`src/common/conv_regs_pkg.sv`:
```
// Package with register map, field layout, reset values and carrier types of the converter control bank
package conv_regs_pkg;

  // Bus geometry
  localparam int unsigned WB_ADR_W = 8;
  localparam int unsigned WB_DAT_W = 32;
  localparam int unsigned REG_W = 8;
  localparam int unsigned IDX_W = 6;
  localparam int unsigned NUM_CONV = 2;
  localparam int unsigned NUM_PINS = 3;

  // Register indices; byte address is four times the index
  localparam logic [IDX_W-1:0] IDX_CONV_A_CONTROL = 6'h02;
  localparam logic [IDX_W-1:0] IDX_CONV_A_LIMITS = 6'h03;
  localparam logic [IDX_W-1:0] IDX_CONV_B_CONTROL = 6'h04;
  localparam logic [IDX_W-1:0] IDX_CONV_B_LIMITS = 6'h05;

  // Control register field positions
  localparam int unsigned FPWM_BIT = 4;
  localparam int unsigned DISCH_BIT = 3;
  localparam int unsigned SRC_LSB = 1;
  localparam int unsigned SRC_MSB = 2;
  localparam int unsigned EN_BIT = 0;

  // Limits register field positions
  localparam int unsigned ILIM_LSB = 3;
  localparam int unsigned ILIM_MSB = 5;
  localparam int unsigned SLEW_LSB = 0;
  localparam int unsigned SLEW_MSB = 2;

  // Values after reset
  localparam logic [REG_W-1:0] CONTROL_RST = 8'h08;
  localparam logic [REG_W-1:0] LIMITS_RST = 8'h1a;

  // Field codes
  localparam logic [1:0] SRC_SW_ONLY = 2'h0;
  localparam logic [2:0] ILIM_RESERVED = 3'h7;
  localparam logic [2:0] SLEW_LAST_RESERVED = 3'h1;

  // Power-up phase: one cycle of default loading, then service
  typedef enum logic {PH_LOAD, PH_RUN} phase_t;

  // Defaults delivered by the one-time-programmable store
  typedef struct packed {
    logic force_pwm;
    logic [1:0] enable_source;
    logic sw_enable;
    logic [2:0] peak_limit;
    logic [2:0] ramp_speed;
  } otp_default_t;

  // Controls handed to one converter's power stage
  typedef struct packed {
    logic run;
    logic force_pwm;
    logic discharge_active;
    logic [2:0] peak_limit;
    logic limit_code_bad;
    logic [2:0] ramp_speed;
    logic ramp_code_bad;
  } conv_out_t;

  localparam conv_out_t CONV_OUT_RST = '{run: 1'b0, force_pwm: 1'b0, discharge_active: 1'b1,
                                         peak_limit: 3'h3, limit_code_bad: 1'b0,
                                         ramp_speed: 3'h2, ramp_code_bad: 1'b0};

  // Classic Wishbone request from the master
  typedef struct packed {
    logic cyc;
    logic stb;
    logic we;
    logic [WB_ADR_W-1:0] adr;
    logic [3:0] sel;
    logic [WB_DAT_W-1:0] dat;
  } wb_req_t;

endpackage

```
`src/rtl/conv_channel.sv`:
```
// One converter's control and limits registers with its power-stage controls
`timescale 1ns/1ps
module conv_channel
  import conv_regs_pkg::*;
(
  // Clock and reset
  input wire logic clk_sys,
  input wire logic rst_b,
  // Default loading
  input wire logic otp_load,
  input wire otp_default_t otp,
  // Register writes
  input wire logic wr_ctrl,
  input wire logic wr_lim,
  input wire logic [REG_W-1:0] wdata,
  // Filtered enable pins
  input wire logic [NUM_PINS-1:0] pins,
  // Register contents and converter controls
  output logic [REG_W-1:0] ctrl_q,
  output logic [REG_W-1:0] lim_q,
  output conv_out_t out
);

  logic [REG_W-1:0] next_ctrl;
  logic [REG_W-1:0] next_lim;
  conv_out_t next_out;
  logic pin_gate;

  // Register updates: default load wins, otherwise whole-byte writes
  always_comb begin
    next_ctrl = ctrl_q;
    next_lim = lim_q;
    if (otp_load) begin
      next_ctrl[FPWM_BIT] = otp.force_pwm;
      next_ctrl[SRC_MSB:SRC_LSB] = otp.enable_source;
      next_ctrl[EN_BIT] = otp.sw_enable;
      next_lim[ILIM_MSB:ILIM_LSB] = otp.peak_limit;
      next_lim[SLEW_MSB:SLEW_LSB] = otp.ramp_speed;
    end else begin
      if (wr_ctrl) begin
        next_ctrl = wdata;
      end
      if (wr_lim) begin
        next_lim = wdata;
      end
    end
  end

  // Power-stage controls follow the registers one cycle later
  always_comb begin
    if (ctrl_q[SRC_MSB:SRC_LSB] == SRC_SW_ONLY) begin
      pin_gate = 1'b1;
    end else begin
      pin_gate = pins[ctrl_q[SRC_MSB:SRC_LSB] - 2'h1];
    end
    next_out.run = ctrl_q[EN_BIT] & pin_gate;
    next_out.force_pwm = ctrl_q[FPWM_BIT];
    next_out.discharge_active = ctrl_q[DISCH_BIT] & ~next_out.run;
    // Limit is live even while running; no enable interlock
    next_out.peak_limit = lim_q[ILIM_MSB:ILIM_LSB];
    next_out.limit_code_bad = lim_q[ILIM_MSB:ILIM_LSB] == ILIM_RESERVED;
    next_out.ramp_speed = lim_q[SLEW_MSB:SLEW_LSB];
    next_out.ramp_code_bad = lim_q[SLEW_MSB:SLEW_LSB] <= SLEW_LAST_RESERVED;
  end

  // State registers
  always_ff @(posedge clk_sys or negedge rst_b) begin
    if (!rst_b) begin
      ctrl_q <= CONTROL_RST;
      lim_q <= LIMITS_RST;
      out <= CONV_OUT_RST;
    end else begin
      ctrl_q <= next_ctrl;
      lim_q <= next_lim;
      out <= next_out;
    end
  end
endmodule

```
`src/rtl/conv_regs.sv`:
```
// Wishbone register bank for the two step-down converters with enable pin synchronisers
`timescale 1ns/1ps
module conv_regs
  import conv_regs_pkg::*;
(
  // Clock and reset
  input wire logic clk_sys,
  input wire logic rst_b,
  // Wishbone slave
  input wire wb_req_t wb_req,
  output logic wb_ack,
  output logic [WB_DAT_W-1:0] wb_dat_o,
  // External enable pins, asynchronous
  input wire logic ext_enable_pin_one,
  input wire logic ext_enable_pin_two,
  input wire logic ext_enable_pin_three,
  // Programmable-store defaults, steady after reset
  input wire otp_default_t conv_a_otp,
  input wire otp_default_t conv_b_otp,
  // Power-stage controls
  output conv_out_t conv_a_out,
  output conv_out_t conv_b_out
);

  // Power-up phase
  phase_t phase;
  phase_t next_phase;
  logic otp_load;

  // Pin synchronisers
  logic [NUM_PINS-1:0] pin_raw;
  logic [NUM_PINS-1:0] pin_s1;
  logic [NUM_PINS-1:0] pin_s2;
  logic [NUM_PINS-1:0] pin_s3;
  logic [NUM_PINS-1:0] pin_flt;
  logic [NUM_PINS-1:0] next_pin_flt;

  // Bus decode
  logic aligned;
  logic [IDX_W-1:0] idx;
  logic req;
  logic wr_commit;
  logic mapped;
  logic [REG_W-1:0] rd_byte;
  logic next_ack;
  logic [WB_DAT_W-1:0] next_dat;

  // Per-converter wiring
  otp_default_t otp_arr [NUM_CONV];
  conv_out_t out_arr [NUM_CONV];
  logic [REG_W-1:0] ctrl_arr [NUM_CONV];
  logic [REG_W-1:0] lim_arr [NUM_CONV];
  logic [NUM_CONV-1:0] hit_ctrl;
  logic [NUM_CONV-1:0] hit_lim;

  assign pin_raw = {ext_enable_pin_three, ext_enable_pin_two, ext_enable_pin_one};
  assign otp_arr[0] = conv_a_otp;
  assign otp_arr[1] = conv_b_otp;
  assign conv_a_out = out_arr[0];
  assign conv_b_out = out_arr[1];

  // Phase: async reset cannot sample the store, so defaults load on the first clock
  always_comb begin
    case (phase)
      PH_LOAD: next_phase = PH_RUN;
      PH_RUN: next_phase = PH_RUN;
      default: next_phase = PH_LOAD;
    endcase
  end

  assign otp_load = phase == PH_LOAD;

  always_ff @(posedge clk_sys or negedge rst_b) begin
    if (!rst_b) begin
      phase <= PH_LOAD;
    end else begin
      phase <= next_phase;
    end
  end

  // Pin filter: a new level counts once stages two and three agree
  always_comb begin
    next_pin_flt = pin_flt;
    for (int i = 0; i < NUM_PINS; i++) begin
      if (pin_s2[i] == pin_s3[i]) begin
        next_pin_flt[i] = pin_s3[i];
      end
    end
  end

  // Stage one feeds only stage two, to keep metastability contained
  always_ff @(posedge clk_sys or negedge rst_b) begin
    if (!rst_b) begin
      pin_s1 <= '0;
      pin_s2 <= '0;
      pin_s3 <= '0;
      pin_flt <= '0;
    end else begin
      pin_s1 <= pin_raw;
      pin_s2 <= pin_s1;
      pin_s3 <= pin_s2;
      pin_flt <= next_pin_flt;
    end
  end

  // Address decode; unaligned addresses count as unmapped
  assign aligned = wb_req.adr[1:0] == 2'h0;
  assign idx = wb_req.adr[WB_ADR_W-1:2];
  assign req = wb_req.cyc & wb_req.stb & (phase == PH_RUN);
  // Write lands on the edge where the master sees ack, lane 0 carries the byte
  assign wr_commit = req & wb_req.we & wb_ack & wb_req.sel[0];

  // Channels: one instance per converter, each with its own register indices and store defaults
  for (genvar ch = 0; ch < NUM_CONV; ch++) begin : g_conv
    localparam logic [IDX_W-1:0] CI = (ch == 0) ? IDX_CONV_A_CONTROL : IDX_CONV_B_CONTROL;
    localparam logic [IDX_W-1:0] LI = (ch == 0) ? IDX_CONV_A_LIMITS : IDX_CONV_B_LIMITS;

    assign hit_ctrl[ch] = aligned & (idx == CI);
    assign hit_lim[ch] = aligned & (idx == LI);

    conv_channel u_channel (
      .clk_sys(clk_sys),
      .rst_b(rst_b),
      .otp_load(otp_load),
      .otp(otp_arr[ch]),
      .wr_ctrl(wr_commit & hit_ctrl[ch]),
      .wr_lim(wr_commit & hit_lim[ch]),
      .wdata(wb_req.dat[REG_W-1:0]),
      .pins(pin_flt),
      .ctrl_q(ctrl_arr[ch]),
      .lim_q(lim_arr[ch]),
      .out(out_arr[ch])
    );
  end

  assign mapped = (|hit_ctrl) | (|hit_lim);

  // Read mux; unmapped addresses read as zero
  always_comb begin
    rd_byte = '0;
    for (int c = 0; c < NUM_CONV; c++) begin
      if (hit_ctrl[c]) begin
        rd_byte = ctrl_arr[c];
      end
      if (hit_lim[c]) begin
        rd_byte = lim_arr[c];
      end
    end
  end

  // Bus answer: ack one cycle after the request, then one idle cycle
  always_comb begin
    next_ack = req & ~wb_ack;
    next_dat = wb_dat_o;
    if (req & ~wb_ack) begin
      next_dat = {{(WB_DAT_W - REG_W){1'b0}}, rd_byte};
    end
  end

  always_ff @(posedge clk_sys or negedge rst_b) begin
    if (!rst_b) begin
      wb_ack <= 1'b0;
      wb_dat_o <= '0;
    end else begin
      wb_ack <= next_ack;
      wb_dat_o <= next_dat;
    end
  end
endmodule

```
`config.mk`:
```
export PLATFORM = sky130hd
export DESIGN_NAME = conv_regs
export DESIGN_NICKNAME = d
export VERILOG_FILES = /design/src/common/conv_regs_pkg.sv /design/src/rtl/conv_channel.sv /design/src/rtl/conv_regs.sv
export SDC_FILE = /design/constraint.sdc
export NUM_CORES = 1
export LEC_CHECK = 0
export BUFFER_PORTS_ARGS = -buffer_cell sky130_fd_sc_hd__buf_2
export CAP_MARGIN = 10
export CORE_UTILIZATION = 30
export CTS_BUF_LIST = sky130_fd_sc_hd__clkbuf_4 sky130_fd_sc_hd__clkbuf_8 sky130_fd_sc_hd__clkbuf_16
export CTS_CLUSTER_DIAMETER = 200
export DETAILED_ROUTE_END_ITERATION = 10
export GPL_TIMING_DRIVEN = 1
export PLACE_DENSITY_LB_ADDON = 0.25
export SYNTH_ARGS = -nofsm -noshare
export SYNTH_HDL_FRONTEND = slang
export SYNTH_SLANG_ARGS = --single-unit
```
`constraint.sdc`:
```
create_clock -name clk_sys -period 3.5 [get_ports clk_sys]
set_input_delay 0.525 -clock clk_sys [delete_from_list [all_inputs] [get_ports clk_sys]]
set_output_delay 0.525 -clock clk_sys [all_outputs]
set_load 0.03 [all_outputs]
```
# Yosys cells after proc, flatten, opt, wreduce, memory -nomap -nowiden
# Cells that the tools add are included.
[totals] word_cells=98 regBits=76 inputBits=72 output_inout_bits=55
[classes] muxes=20 n_addsub=2 n_eq_ne=13 order_cmp=4 n_reduce_logical=7 bitwise=21
[op_table] op="2-to-1 mux 8 bit" count=4
[op_table] op="2-to-1 mux 6 bit" count=4
[op_table] op="AND 1 bit" count=18
[op_table] op="== test 6 x 2 -> 1 bit, second input constant" count=2
[op_table] op="== test 6 x 3 -> 1 bit, second input constant" count=2
[op_table] op="2-to-1 mux 5 bit" count=2
[op_table] op="inequality test 2 x 1 -> 1 bit, second input constant" count=4
[op_table] op="AND reduction 2 bit" count=4
[op_table] op="== test 3 bit, second input constant" count=2
[op_table] op="less-or-equal comparator 3 x 1 -> 1 bit, second input constant" count=2
[op_table] op="zero test 2 bit" count=3
[op_table] op="< comparator 2 x 3 -> 1 bit, second input constant" count=2
[op_table] op="2-to-1 mux 1 bit" count=6
[op_table] op="2-to-1 mux 3 bit" count=2
[op_table] op="binary-select mux 1 bit (select 2 bit)" count=2
[op_table] op="subtractor 2 x 1 -> 2 bit, second input constant" count=2
[op_table] op="== test 1 bit" count=3
[op_table] op="NOT 1 bit" count=3

# Logic depth before layout (Yosys ltp)
# Gate-level depths: netlist of the first run.
[depth] depth_word=8 ltp_mapped=7 mapped_depth_nobuf=6

# Cells and area by module
# Synthesis of the first run repeated with hierarchy kept, for this count alone.
[hier_totals] cells_unflattened=296 area_unflattened_um2=3495.9
[by_module_without_submodules] mod="conv_regs" instances=1 area_each_um2=1268.7 seq_area_each_um2=550.5 cells_per_inst=121
[by_module_without_submodules] mod="conv_channel at g_conv[1].u_channel" instances=1 area_each_um2=1129.8 seq_area_each_um2=685.7 cells_per_inst=88
[by_module_without_submodules] mod="conv_channel at g_conv[0].u_channel" instances=1 area_each_um2=1097.3 seq_area_each_um2=685.7 cells_per_inst=87

# Worst setup path after synthesis of the first run
# OpenSTA, ideal clock, no wires.
[synth_timing] path_kind="input-to-reg" from="input port wb_req[36] (netlist bit)" to="register g_conv[0].u_channel.lim_q[5]" arrival_time_ps=2068 path_stages=5 setup_ps=127 required_ps=3373 slack_ps=1305 path_buffers=1 cell_sequence="or4_4 > buf_6 > nor4_4 > nor2_1 > a221o_2"
[synth_between] elab_chain_cells=4
[synth_lines] item="start: declaration" line="conv_regs.sv:10" rtl="input wire wb_req_t wb_req,"
[synth_lines] item="zero test 2 bit" line="conv_regs.sv:107" rtl="assign aligned = wb_req.adr[1:0] == 2'h0;"
[synth_lines] item="AND 1 bit" line="conv_regs.sv:119" rtl="assign hit_lim[ch] = aligned & (idx == LI);"
[synth_lines] item="AND 1 bit" line="conv_regs.sv:127" rtl=".wr_lim(wr_commit & hit_lim[ch]),"
[synth_lines] item="inequality test 2 x 1 -> 1 bit (no line)"
[synth_lines] item="end signal: assignment" line="conv_channel.sv:74" rtl="lim_q <= next_lim;"
[synth_lines] item="end: declaration" line="conv_channel.sv:20" rtl="output logic [REG_W-1:0] lim_q,"
# No other way between the ends.
# A chain may end at the register's enable or synchronous reset.

# Final worst setup path of the first run
[layout_timing] from="input port wb_req[40] (netlist bit)" to="register wb_dat_o[7]"
[layout_between] elab_chain_cells=6 word_cells_on_any_way=12 cone_classes="4 x eq/ne; 4 x mux; 4 x bitwise"
[layout_lines] item="== test 6 x 2 -> 1 bit" line="conv_regs.sv:118" rtl="assign hit_ctrl[ch] = aligned & (idx == CI);"
[layout_lines] item="AND 1 bit" line="conv_regs.sv:118"
[layout_lines] item="2-to-1 mux 8 bit" line="conv_regs.sv:142" rtl="if (hit_ctrl[c]) begin"
[layout_lines] item="2-to-1 mux 8 bit" line="conv_regs.sv:145" rtl="if (hit_lim[c]) begin"
[layout_lines] item="2-to-1 mux 8 bit" line="conv_regs.sv:142"
[layout_lines] item="2-to-1 mux 8 bit (*)" line="conv_regs.sv:145"
[layout_lines] item="end signal: assignment" line="conv_regs.sv:166" rtl="wb_dat_o <= next_dat;"
[layout_lines] item="end: declaration" line="conv_regs.sv:12" rtl="output logic [WB_DAT_W-1:0] wb_dat_o,"
# Every way passes the cells marked *; elsewhere a longest branch is shown, timed or not.

==> results of run 1 <==
cell families (layout without fill, tap and decap cells):
| family | Yosys count | in the layout | share of synthesized area |
|---|---|---|---|
| mux | 28 | 28 | 0.0891 |
| compound gates | 49 | 49 | 0.107 |
| simple gates | 68 | 68 | 0.125 |
| buf+inv | 43 | 100 | 0.0801 |
| other cells | 2 | 25 | 0.00227 |
| flops | 76 | 76 | 0.580 |
| fa+ha+maj | 5 | 5 | 0.0166 |
power by group through the flow:
stage / Sequential [W] / Combinational [W] / Clock (W)
after floorplan: 0.00103 / 0.000139 / 0
after global placement: 0.000989 / 0.000254 / 0
after detailed placement: 0.000991 / 0.000256 / 0
after CTS: 0.000974 / 0.000257 / 0.000712
after global routing: 0.000981 / 0.000279 / 0.000755
final: 0.000974 / 0.000253 / 0.000695
layout make-up:
type                            instances  area [sq um]  share of cell area
Clock inverter                          5          58.8              0.0149
Multi-Input combinational cell        175          1210               0.308
Tap cell                              140           175              0.0445
Sequential cell                        76          1920               0.488
Timing Repair Buffer                   77           393              0.0997
Inverter                                7          26.3             0.00667
Clock buffer                           11           151              0.0384
metal layers:
layer / up-vias / GRT usage / part of all wire
met2: 73 / 0.208 / 0.47
met3: 9 / 0.0310 / 0.061
li1: 1065 / - / -
met1: 1092 / 0.175 / 0.46
met5: - / 0 / 0
met4: 0 / 0.0587 / 0.013
per-stage QoR:
stage / instance area, sq um / setup WS [ps]
6_report: 3940 / 1330
5_1_grt: 3940 / 1160
4_1_cts: 3940 / 1320
3_5_place_dp: 3730 / 955
3_3_place_gp: 3730 / 939
2_1_floorplan: 3400 / 1310
state kept, by name, summed over array words and instances, names as in the netlist:
signal / count
g_conv.u_channel.lim_q: 16
phase: 1
pin_flt: 3
pin_s1: 3
pin_s2: 3
g_conv.u_channel.ctrl_q: 16
wb_dat_o: 8
g_conv.u_channel.out: 22
wb_ack: 1
pin_s3: 3
cells in the mapped netlist, drive strengths merged:
| master | n | area, sq um |
|---|---|---|
| a21o | 8 | 60.1 |
| a21oi | 18 | 90.1 |
| a221o | 4 | 41.3 |
| a222oi | 8 | 80.1 |
| and2 | 1 | 6.26 |
| and3 | 3 | 18.8 |
| buf | 28 | 209 |
| clkbuf | 8 | 30.0 |
| conb | 2 | 7.51 |
| dfrtp | 60 | 1500 |
| dfstp | 16 | 420 |
| ha | 2 | 25.0 |
| inv | 7 | 26.3 |
| maj3 | 3 | 30.0 |
| mux2 | 12 | 135 |
| mux2i | 16 | 160 |
| nand2 | 12 | 45.0 |
| nand3 | 3 | 27.5 |
| nor2 | 28 | 105 |
| nor2b | 6 | 37.5 |
| nor3 | 3 | 15.0 |
| nor4 | 5 | 91.3 |
| o21a | 2 | 15.0 |
| o311ai | 1 | 8.76 |
| o31ai | 8 | 60.1 |
| or2 | 1 | 6.26 |
| or3 | 1 | 6.26 |
| or4 | 1 | 11.3 |
| or4b | 2 | 20.0 |
| or4bb | 2 | 22.5 |
worst min path at each step:
stage | to | startpoint | cells after the start
floorplan | g_conv[0].u_channel.ctrl_q[0] | rst_b | 0
global placement | pin_s2[1] | pin_s1[1] | 0
detailed placement | pin_s2[2] | pin_s1[2] | 0
CTS | pin_s1[2] | ext_enable_pin_three | 1
global route | pin_s1[2] | ext_enable_pin_three | 1
finish | g_conv[0].u_channel.out[7] | rst_b | 1
placed cells by master, fill, tap and decap left out, types with 4 or more instances in the layout:
cell / count
buf_2: 74
nand2_1: 12
mux2i_1: 16
mux2_2: 12
a222oi_1: 8
nor2b_1: 6
dfstp_2: 16
dfrtp_1: 60
o31ai_1: 8
nor4_4: 4
inv_1: 7
a21o_1: 8
a21oi_1: 18
nor2_1: 28
conb_1: 25
clkbuf_8: 11
worst reg2reg max path: cells and delay by family (launching register included):
family	cells	cell delay, ps
DFF	1	370
and+or+nand+nor	3	1290
AOI/OAI and AO/OA	1	310
==> out/qor.yml, run 1 <==
initial_utilization: 0.307
seqPwrFrac: 0.507
power_w: 0.00192
ys_seq_area_frac: 0.580
vias: 2239
num_io_pins: 127
tightestPinTransition_ps: 1220
drive_gt1_frac: 0.370
cp.depth: 5
die_x_um: 107
cp-end-kind: "flip-flop"
first_iter_violations: 103
r2r-end: "g_conv[0].u_channel.lim_q[5]"
fmax_ghz: 0.460
switching_share: 0.277
fin_cells: 491
fin_util: 0.365
cts_resized: 0
die-area_sq_um: 11500
clock-sinks: 76
dp_hpwl_mm: 5.04
crit_chain: "buf_2 > nor2b_1 > nand2_1 > nor2_1 > o31ai_1"
cp.arrival_ps: 2390
p_leak_nw: 1.91
clkPwrFrac: 0.362
power_density_nw_per_um2: 488
internal_power_w: 0.00139
avgSynthCellArea_sq_um: 12.2
worstPathRequired_ps: 3710
h-tree-depth: 3
grt_pass1_wl_mm: 11.4
setup_tns_ps: 0
r2r_start: "wb_ack"
via_per_inst: 4.56
cts_tree: "done"
ant_nets: 0
die_h_um: 107
report.final.slew_viol_count: 0
fin_crit_ps: 2170
post_cts_buffers: 0
core_sq_um: 10800
crit_type: "in -> reg"
max_cap_viol_count: 0
crit_buf_inv: 1
numPortBuffers: 75
syn_area_sq_um: 3310
post-route-period-util: 0.621
wire_per_inst_um: 14.6
syn_inst: 271
power_frac_comb: 0.132
clock_latency_ps: 350
cp-endpoint: "wb_dat_o[7]"
overflow: 0
synthToLayoutAreaGrowth_pct: 18.9
gp_congestion: 0.708
slew_headroom: 0.186
diodes: 0
wl_mm: 7.16
cts_made_buffers: 9
grt_use_total: 0.133
finalHoldViolCount: 0
ys_types: 36
startpoint_type: "primary input"
cts.path.max_buffers: 2
grt_max_degree: 77
n_fill_cell: 1079
clkTransAtPathRegs_ps: 80
yosys_register_bits: 76
slowest_delay_ps: 950
reg2regPathDepth: 4
final_nets: 420
setup_viol: 0
slowest_stage: "nor2b_1"
rows: 38
drc: 0
finClkSkew_ps: 13.4
drt-pass1-iter-count: 5
critPathLaunch: "wb_req[40]"
antenna_found_initial: 0
hold_class: "in -> async"
ys_warn_count: 0
clock_tree.root_cell: "clkbuf_8"
p_switching_w: 0.000532
critPathMaxFanout: 18
dp_cells: 475
peakVddDrop_uv: 144
rsz0062_at_grt: "false"
reg2reg_slack_ps: 1410
crit_family: "simple AND/OR/NAND/NOR gates"
grt_pass1_vias: 2182
ctsHoldBuffers: 0
holdWs_ps: 288
outcome: "finished, final reports clean"
No activity file was read; power rests on OpenSTA's default activity.
==> inputs of run 2 (changes only) <==
==> constraint.sdc (replaced) <==
create_clock -name clk_sys -period 2.25 [get_ports clk_sys]
set_input_delay 0.3375 -clock clk_sys [delete_from_list [all_inputs] [get_ports clk_sys]]
set_output_delay 0.3375 -clock clk_sys [all_outputs]
set_load 0.03 [all_outputs]
==> run 2 against run 1 <==
Against the previous run: clock power increased by 99%; cell area increased by 3.6%; sequential power increased by 55%; first-iteration DRC count increased by 13%; cell count increased by 1.8%; die area unchanged; global-route usage increased by 0.91 points; flip-flop and latch count unchanged; sequential share of layout area decreased by 1.7 points; core utilization increased by 1.3 points; via count increased by 1.8%; critical path type is now reg -> reg.
==> out/qor.yml, run 2 (synthesis results as in run 1) <==
use_met3: 0.0310
final_area_sq_um: 4080
report.final.slew_viol_count: 0
post-route-period-util: 0.861
clkPwrFrac: 0.418
antenna_found_initial: 0
worstPathRequired_ps: 2490
power_w: 0.00330
fin_crit_ps: 1940
tightestPinTransition_ps: 761
switching_share: 0.256
cp-end-kind: "flip-flop"
clkTransAtPathRegs_ps: 80
diodes: 0
p_switching_w: 0.000844
n_fill_cell: 1064
hold_start: "ext_enable_pin_one"
clock_tree.root_cell: "clkbuf_8"
layout_commonest_cell: "buf_2"
drt-pass1-iter-count: 5
setup_viol: 0
vias: 2280
cts_tree: "done"
grt_use_met1: 0.184
cts_resized: 0
drive_gt1_frac: 0.383
die-area_sq_um: 11500
setup_tns_ps: 0
rows: 38
fin_ws_ps: 314
wire_per_inst_um: 15.2
regMostFlops: "g_conv.u_channel.out"
place_ws_ps: 176
first_iter_violations: 116
final_cell_mix: "74 x buf_2, 60 x dfrtp_1, 28 x nor2_1"
crit_type: "reg -> reg"
p_leak_nw: 1.99
grt_pass1_wl_mm: 12.1
grt_max_degree: 38
holdWs_ps: 93.4
rsz0062_at_grt: "false"
critPathMaxFanout: 10
initial_utilization: 0.307
finClkSkew_ps: 6.05
core_sq_um: 10800
clock_latency_ps: 340
post_cts_buffers: 0
overflow: 0
hold_class: "in -> reg"
grt-busiest-layer: "met2"
finalHoldViolCount: 0
regArea_sq_um: 1920
globalRouteMet2Util: 0.225
power_density_nw_per_um2: 809
wl_mm: 7.60
num_io_pins: 127
internal_power_w: 0.00245
gp_congestion: 0.695
grt_use_total: 0.142
h-tree-depth: 3
place_area_sq_um: 3800
die_x_um: 107
drc: 0
synthToLayoutAreaGrowth_pct: 23.1
max_cap_viol_count: 0
r2r_start: "phase"
ant_nets: 0
critPathLaunch: "phase"
cts.path.max_buffers: 2
clock-sinks: 76
seqPwrFrac: 0.459
dp_hpwl_mm: 5.29
peakVddDrop_uv: 245
numPortBuffers: 75
multi_input_area_sq_um: 1210
startpoint_type: "flip-flop"
fmax_ghz: 0.516
largest_reg_flops: 22
die_h_um: 107
grt_pass1_vias: 2243
final_nets: 429
via_per_inst: 4.56
cts_made_buffers: 9
outcome: "finished, final reports clean"
power_frac_comb: 0.123
slew_headroom: 0.491
reg_top3: "g_conv.u_channel.out (22), g_conv.u_channel.ctrl_q (16), g_conv.u_channel.lim_q (16)"
cp.arrival_ps: 2180
run 2: repair_timing:
action                     CTS  global route
setup endpoints to repair    0             0
hold endpoints to repair    31             0
hold buffers                 1             0
run 2: per-stage QoR:
| stage | cells | util |
|---|---|---|
| after floorplan | 294 | - |
| after global placement | 483 | 0.352 |
| after detailed placement | 483 | 0.352 |
| after CTS | 500 | 0.378 |
| after global routing | 500 | 0.378 |
| final | 500 | 0.378 |
run 2: metal layers:
layer	vias up	share of wire
li1	1078	-
met1	1115	0.45
met2	83	0.48
met3	4	0.063
met4	0	0.0089
met5	-	0
run 2: worst paths after layout:
kind / endpoint / slack, ps / depth (start not counted)
setup reg to reg: wb_dat_o[6] / 310 / 4
min in group asynchronous: g_conv[1].u_channel.out[7] / 490 / 2
setup / recovery: wb_dat_o[6] / 310 / 4
hold reg to reg: pin_s2[1] / 350 / 0
max in group asynchronous: g_conv[0].u_channel.lim_q[4] / 1010 / 3
hold / removal: pin_s1[0] / 90 / 1
run 2: power groups by stage:
stage,registers (W),logic [W],clock network (W)
6_report,0.00151,0.000406,0.00138
5_1_grt,0.00153,0.000445,0.00146
4_1_cts,0.00152,0.000410,0.00140
3_5_place_dp,0.00154,0.000408,0
3_3_place_gp,0.00154,0.000401,0
2_1_floorplan,0.00160,0.000217,0
run 2: cell type report:
cell class,count,area share
sequential,76,0.471
clock buffer,10,0.0322
timing repair buffer,86,0.117
clock inverter,6,0.0334
inverter,7,0.00644
multi-input combinational,175,0.297
tap,140,0.0429
run 2: worst max-delay path, cell delays in order (launching register included):
cell and delay, ps:
dfrtp_1 390, nand3_4 160, or2_2 430, or3_1 550
o31ai_1 310
==> inputs of run 3 (changes only) <==
--- a/config.mk
+++ b/config.mk
@@ -10,8 +10,9 @@
 export CORE_UTILIZATION = 30
 export CTS_BUF_LIST = sky130_fd_sc_hd__clkbuf_4 sky130_fd_sc_hd__clkbuf_8 sky130_fd_sc_hd__clkbuf_16
 export CTS_CLUSTER_DIAMETER = 200
+export CTS_CLUSTER_SIZE = 30
 export DETAILED_ROUTE_END_ITERATION = 10
-export GPL_TIMING_DRIVEN = 1
+export GPL_TIMING_DRIVEN = 0
 export PLACE_DENSITY_LB_ADDON = 0.25
 export SYNTH_ARGS = -nofsm -noshare
 export SYNTH_HDL_FRONTEND = slang
==> run 3 against run 2 <==
Against the previous run: register-to-register slack worse by 170 ps; flip-flop and latch count stayed put; global-route usage about the same; worst setup slack lost 170 ps; die area stayed put; critical path type unchanged; highest routed layer unchanged.
==> out/qor.yml, run 3 (synthesis results as in run 1) <==
outcome: "finished, final reports clean"
via_per_inst: 4.48
num_io_pins: 127
overflow: 0
reg_top3: "g_conv.u_channel.out (22), g_conv.u_channel.ctrl_q (16), g_conv.u_channel.lim_q (16)"
grt_max_degree: 54
wire_per_inst_um: 14.8
cts_tree: "done"
worstPathRequired_ps: 2480
finalHoldViolCount: 0
gp_congestion: 0.761
post_cts_buffers: 0
largest_reg_flops: 22
max_cap_viol_count: 0
slew_headroom: 0.405
report.final.slew_viol_count: 0
power_density_nw_per_um2: 721
power_w: 0.00302
regArea_sq_um: 1920
cp.arrival_ps: 2340
post-route-period-util: 0.936
final_cell_mix: "76 x buf_2, 60 x dfrtp_1, 28 x nor2_1"
seqPwrFrac: 0.501
clock_latency_ps: 340
die_x_um: 107
grt_pass1_wl_mm: 12.1
startpoint_type: "flip-flop"
fin_ws_ps: 143
clock-sinks: 76
crit_type: "reg -> reg"
internal_power_w: 0.00218
hold_class: "in -> reg"
critPathMaxFanout: 9
cts_made_buffers: 9
grt_pass1_vias: 2282
power_frac_comb: 0.147
first_iter_violations: 97
rows: 38
setup_viol: 0
cts.path.max_buffers: 2
fmax_ghz: 0.475
clock_tree.root_cell: "clkbuf_8"
p_switching_w: 0.000845
n_fill_cell: 1045
tightestPinTransition_ps: 885
core_sq_um: 10800
clkTransAtPathRegs_ps: 80
layout_commonest_cell: "buf_2"
rsz0062_at_grt: "false"
vias: 2356
regMostFlops: "g_conv.u_channel.out"
synthToLayoutAreaGrowth_pct: 26.5
die_h_um: 107
grt_use_total: 0.142
fin_crit_ps: 2110
final_nets: 455
place_ws_ps: -169
initial_utilization: 0.307
wl_mm: 7.80
drive_gt1_frac: 0.407
antenna_found_initial: 0
die-area_sq_um: 11500
switching_share: 0.279
drc: 0
finClkSkew_ps: 12.4
drt-pass1-iter-count: 4
p_leak_nw: 2.07
numPortBuffers: 75
ant_nets: 0
h-tree-depth: 3
diodes: 0
cp-end-kind: "flip-flop"
peakVddDrop_uv: 236
clkPwrFrac: 0.352
cts_resized: 0
dp_hpwl_mm: 5.66
multi_input_area_sq_um: 1210
run 3: changes by cell type in the layout (fill, tap and decap cells not counted), moves of 2 or more:
| cell | previous run | this run |
|---|---|---|
| buf_2 | 74 | 76 |
| clkinvlp_4 | 1 | 3 |
| clkbuf_1 | 0 | 7 |
| bufinv_16 | 4 | 1 |
| buf_4 | 10 | 26 |
run 3: final timing paths:
path	startpoint	end	slack (ps)	cells past startpoint
max reg2reg	wb_ack	g_conv[0].u_channel.lim_q[5]	140	4
min	ext_enable_pin_one	pin_s1[0]	100	1
max in group asynchronous	rst_b	g_conv[0].u_channel.out[8]	1210	3
max	wb_ack	g_conv[0].u_channel.lim_q[5]	140	4
min in group asynchronous	rst_b	g_conv[0].u_channel.out[7]	420	2
min reg2reg	pin_s1[1]	pin_s2[1]	350	0
run 3: power groups by stage:
stage	clock network [W]	logic [W]	registers, W
after floorplan	0	0.000217	0.00160
after global placement	0	0.000436	0.00154
after detailed placement	0	0.000448	0.00154
after CTS	0.00109	0.000450	0.00152
after global routing	0.00116	0.000487	0.00153
final	0.00106	0.000445	0.00151
run 3: metrics by stage:
stage | cell area (sq um) | util | cells | hold WS (ps) | TNS, ps
floorplan | 3400 | - | 294 | 41.9 | 0
global placement | 3950 | 0.366 | 509 | 333 | -1540
detailed placement | 3980 | 0.369 | 510 | 259 | -1780
CTS | 4200 | 0.389 | 527 | 85.0 | 0
global route | 4190 | 0.388 | 526 | 83.3 | 0
finish | 4190 | 0.388 | 526 | 99.5 | 0
run 3: layout make-up:
cell class	count	share of cell area
buffer	35	0.0561
tap	140	0.0418
sequential	76	0.458
clock inverter	5	0.0146
multi-input combinational	175	0.289
clock buffer	11	0.0346
timing repair buffer	77	0.0991
inverter	7	0.00627
run 3: critical path: stages (launching register included):
cell,delay [ps]
dfrtp_1,370
nand3_1,320
nor4_4,880
nor2_1,110
a221o_2,310
run 3: per-layer routing:
metal / vias up / global-route usage / routed length, um
met1: 1133 / 0.181 / 3490
li1: 1134 / - / -
met2: 77 / 0.231 / 3700
met4: 0 / 0.0587 / 118
met5: - / 0 / 0
met3: 12 / 0.0322 / 485
run 3: timing repair:
item / in CTS / in global routing
setup endpoints to repair: 0 / 2
endpoints found under the hold margin: 12 / 0
hold buffers: 1 / 0
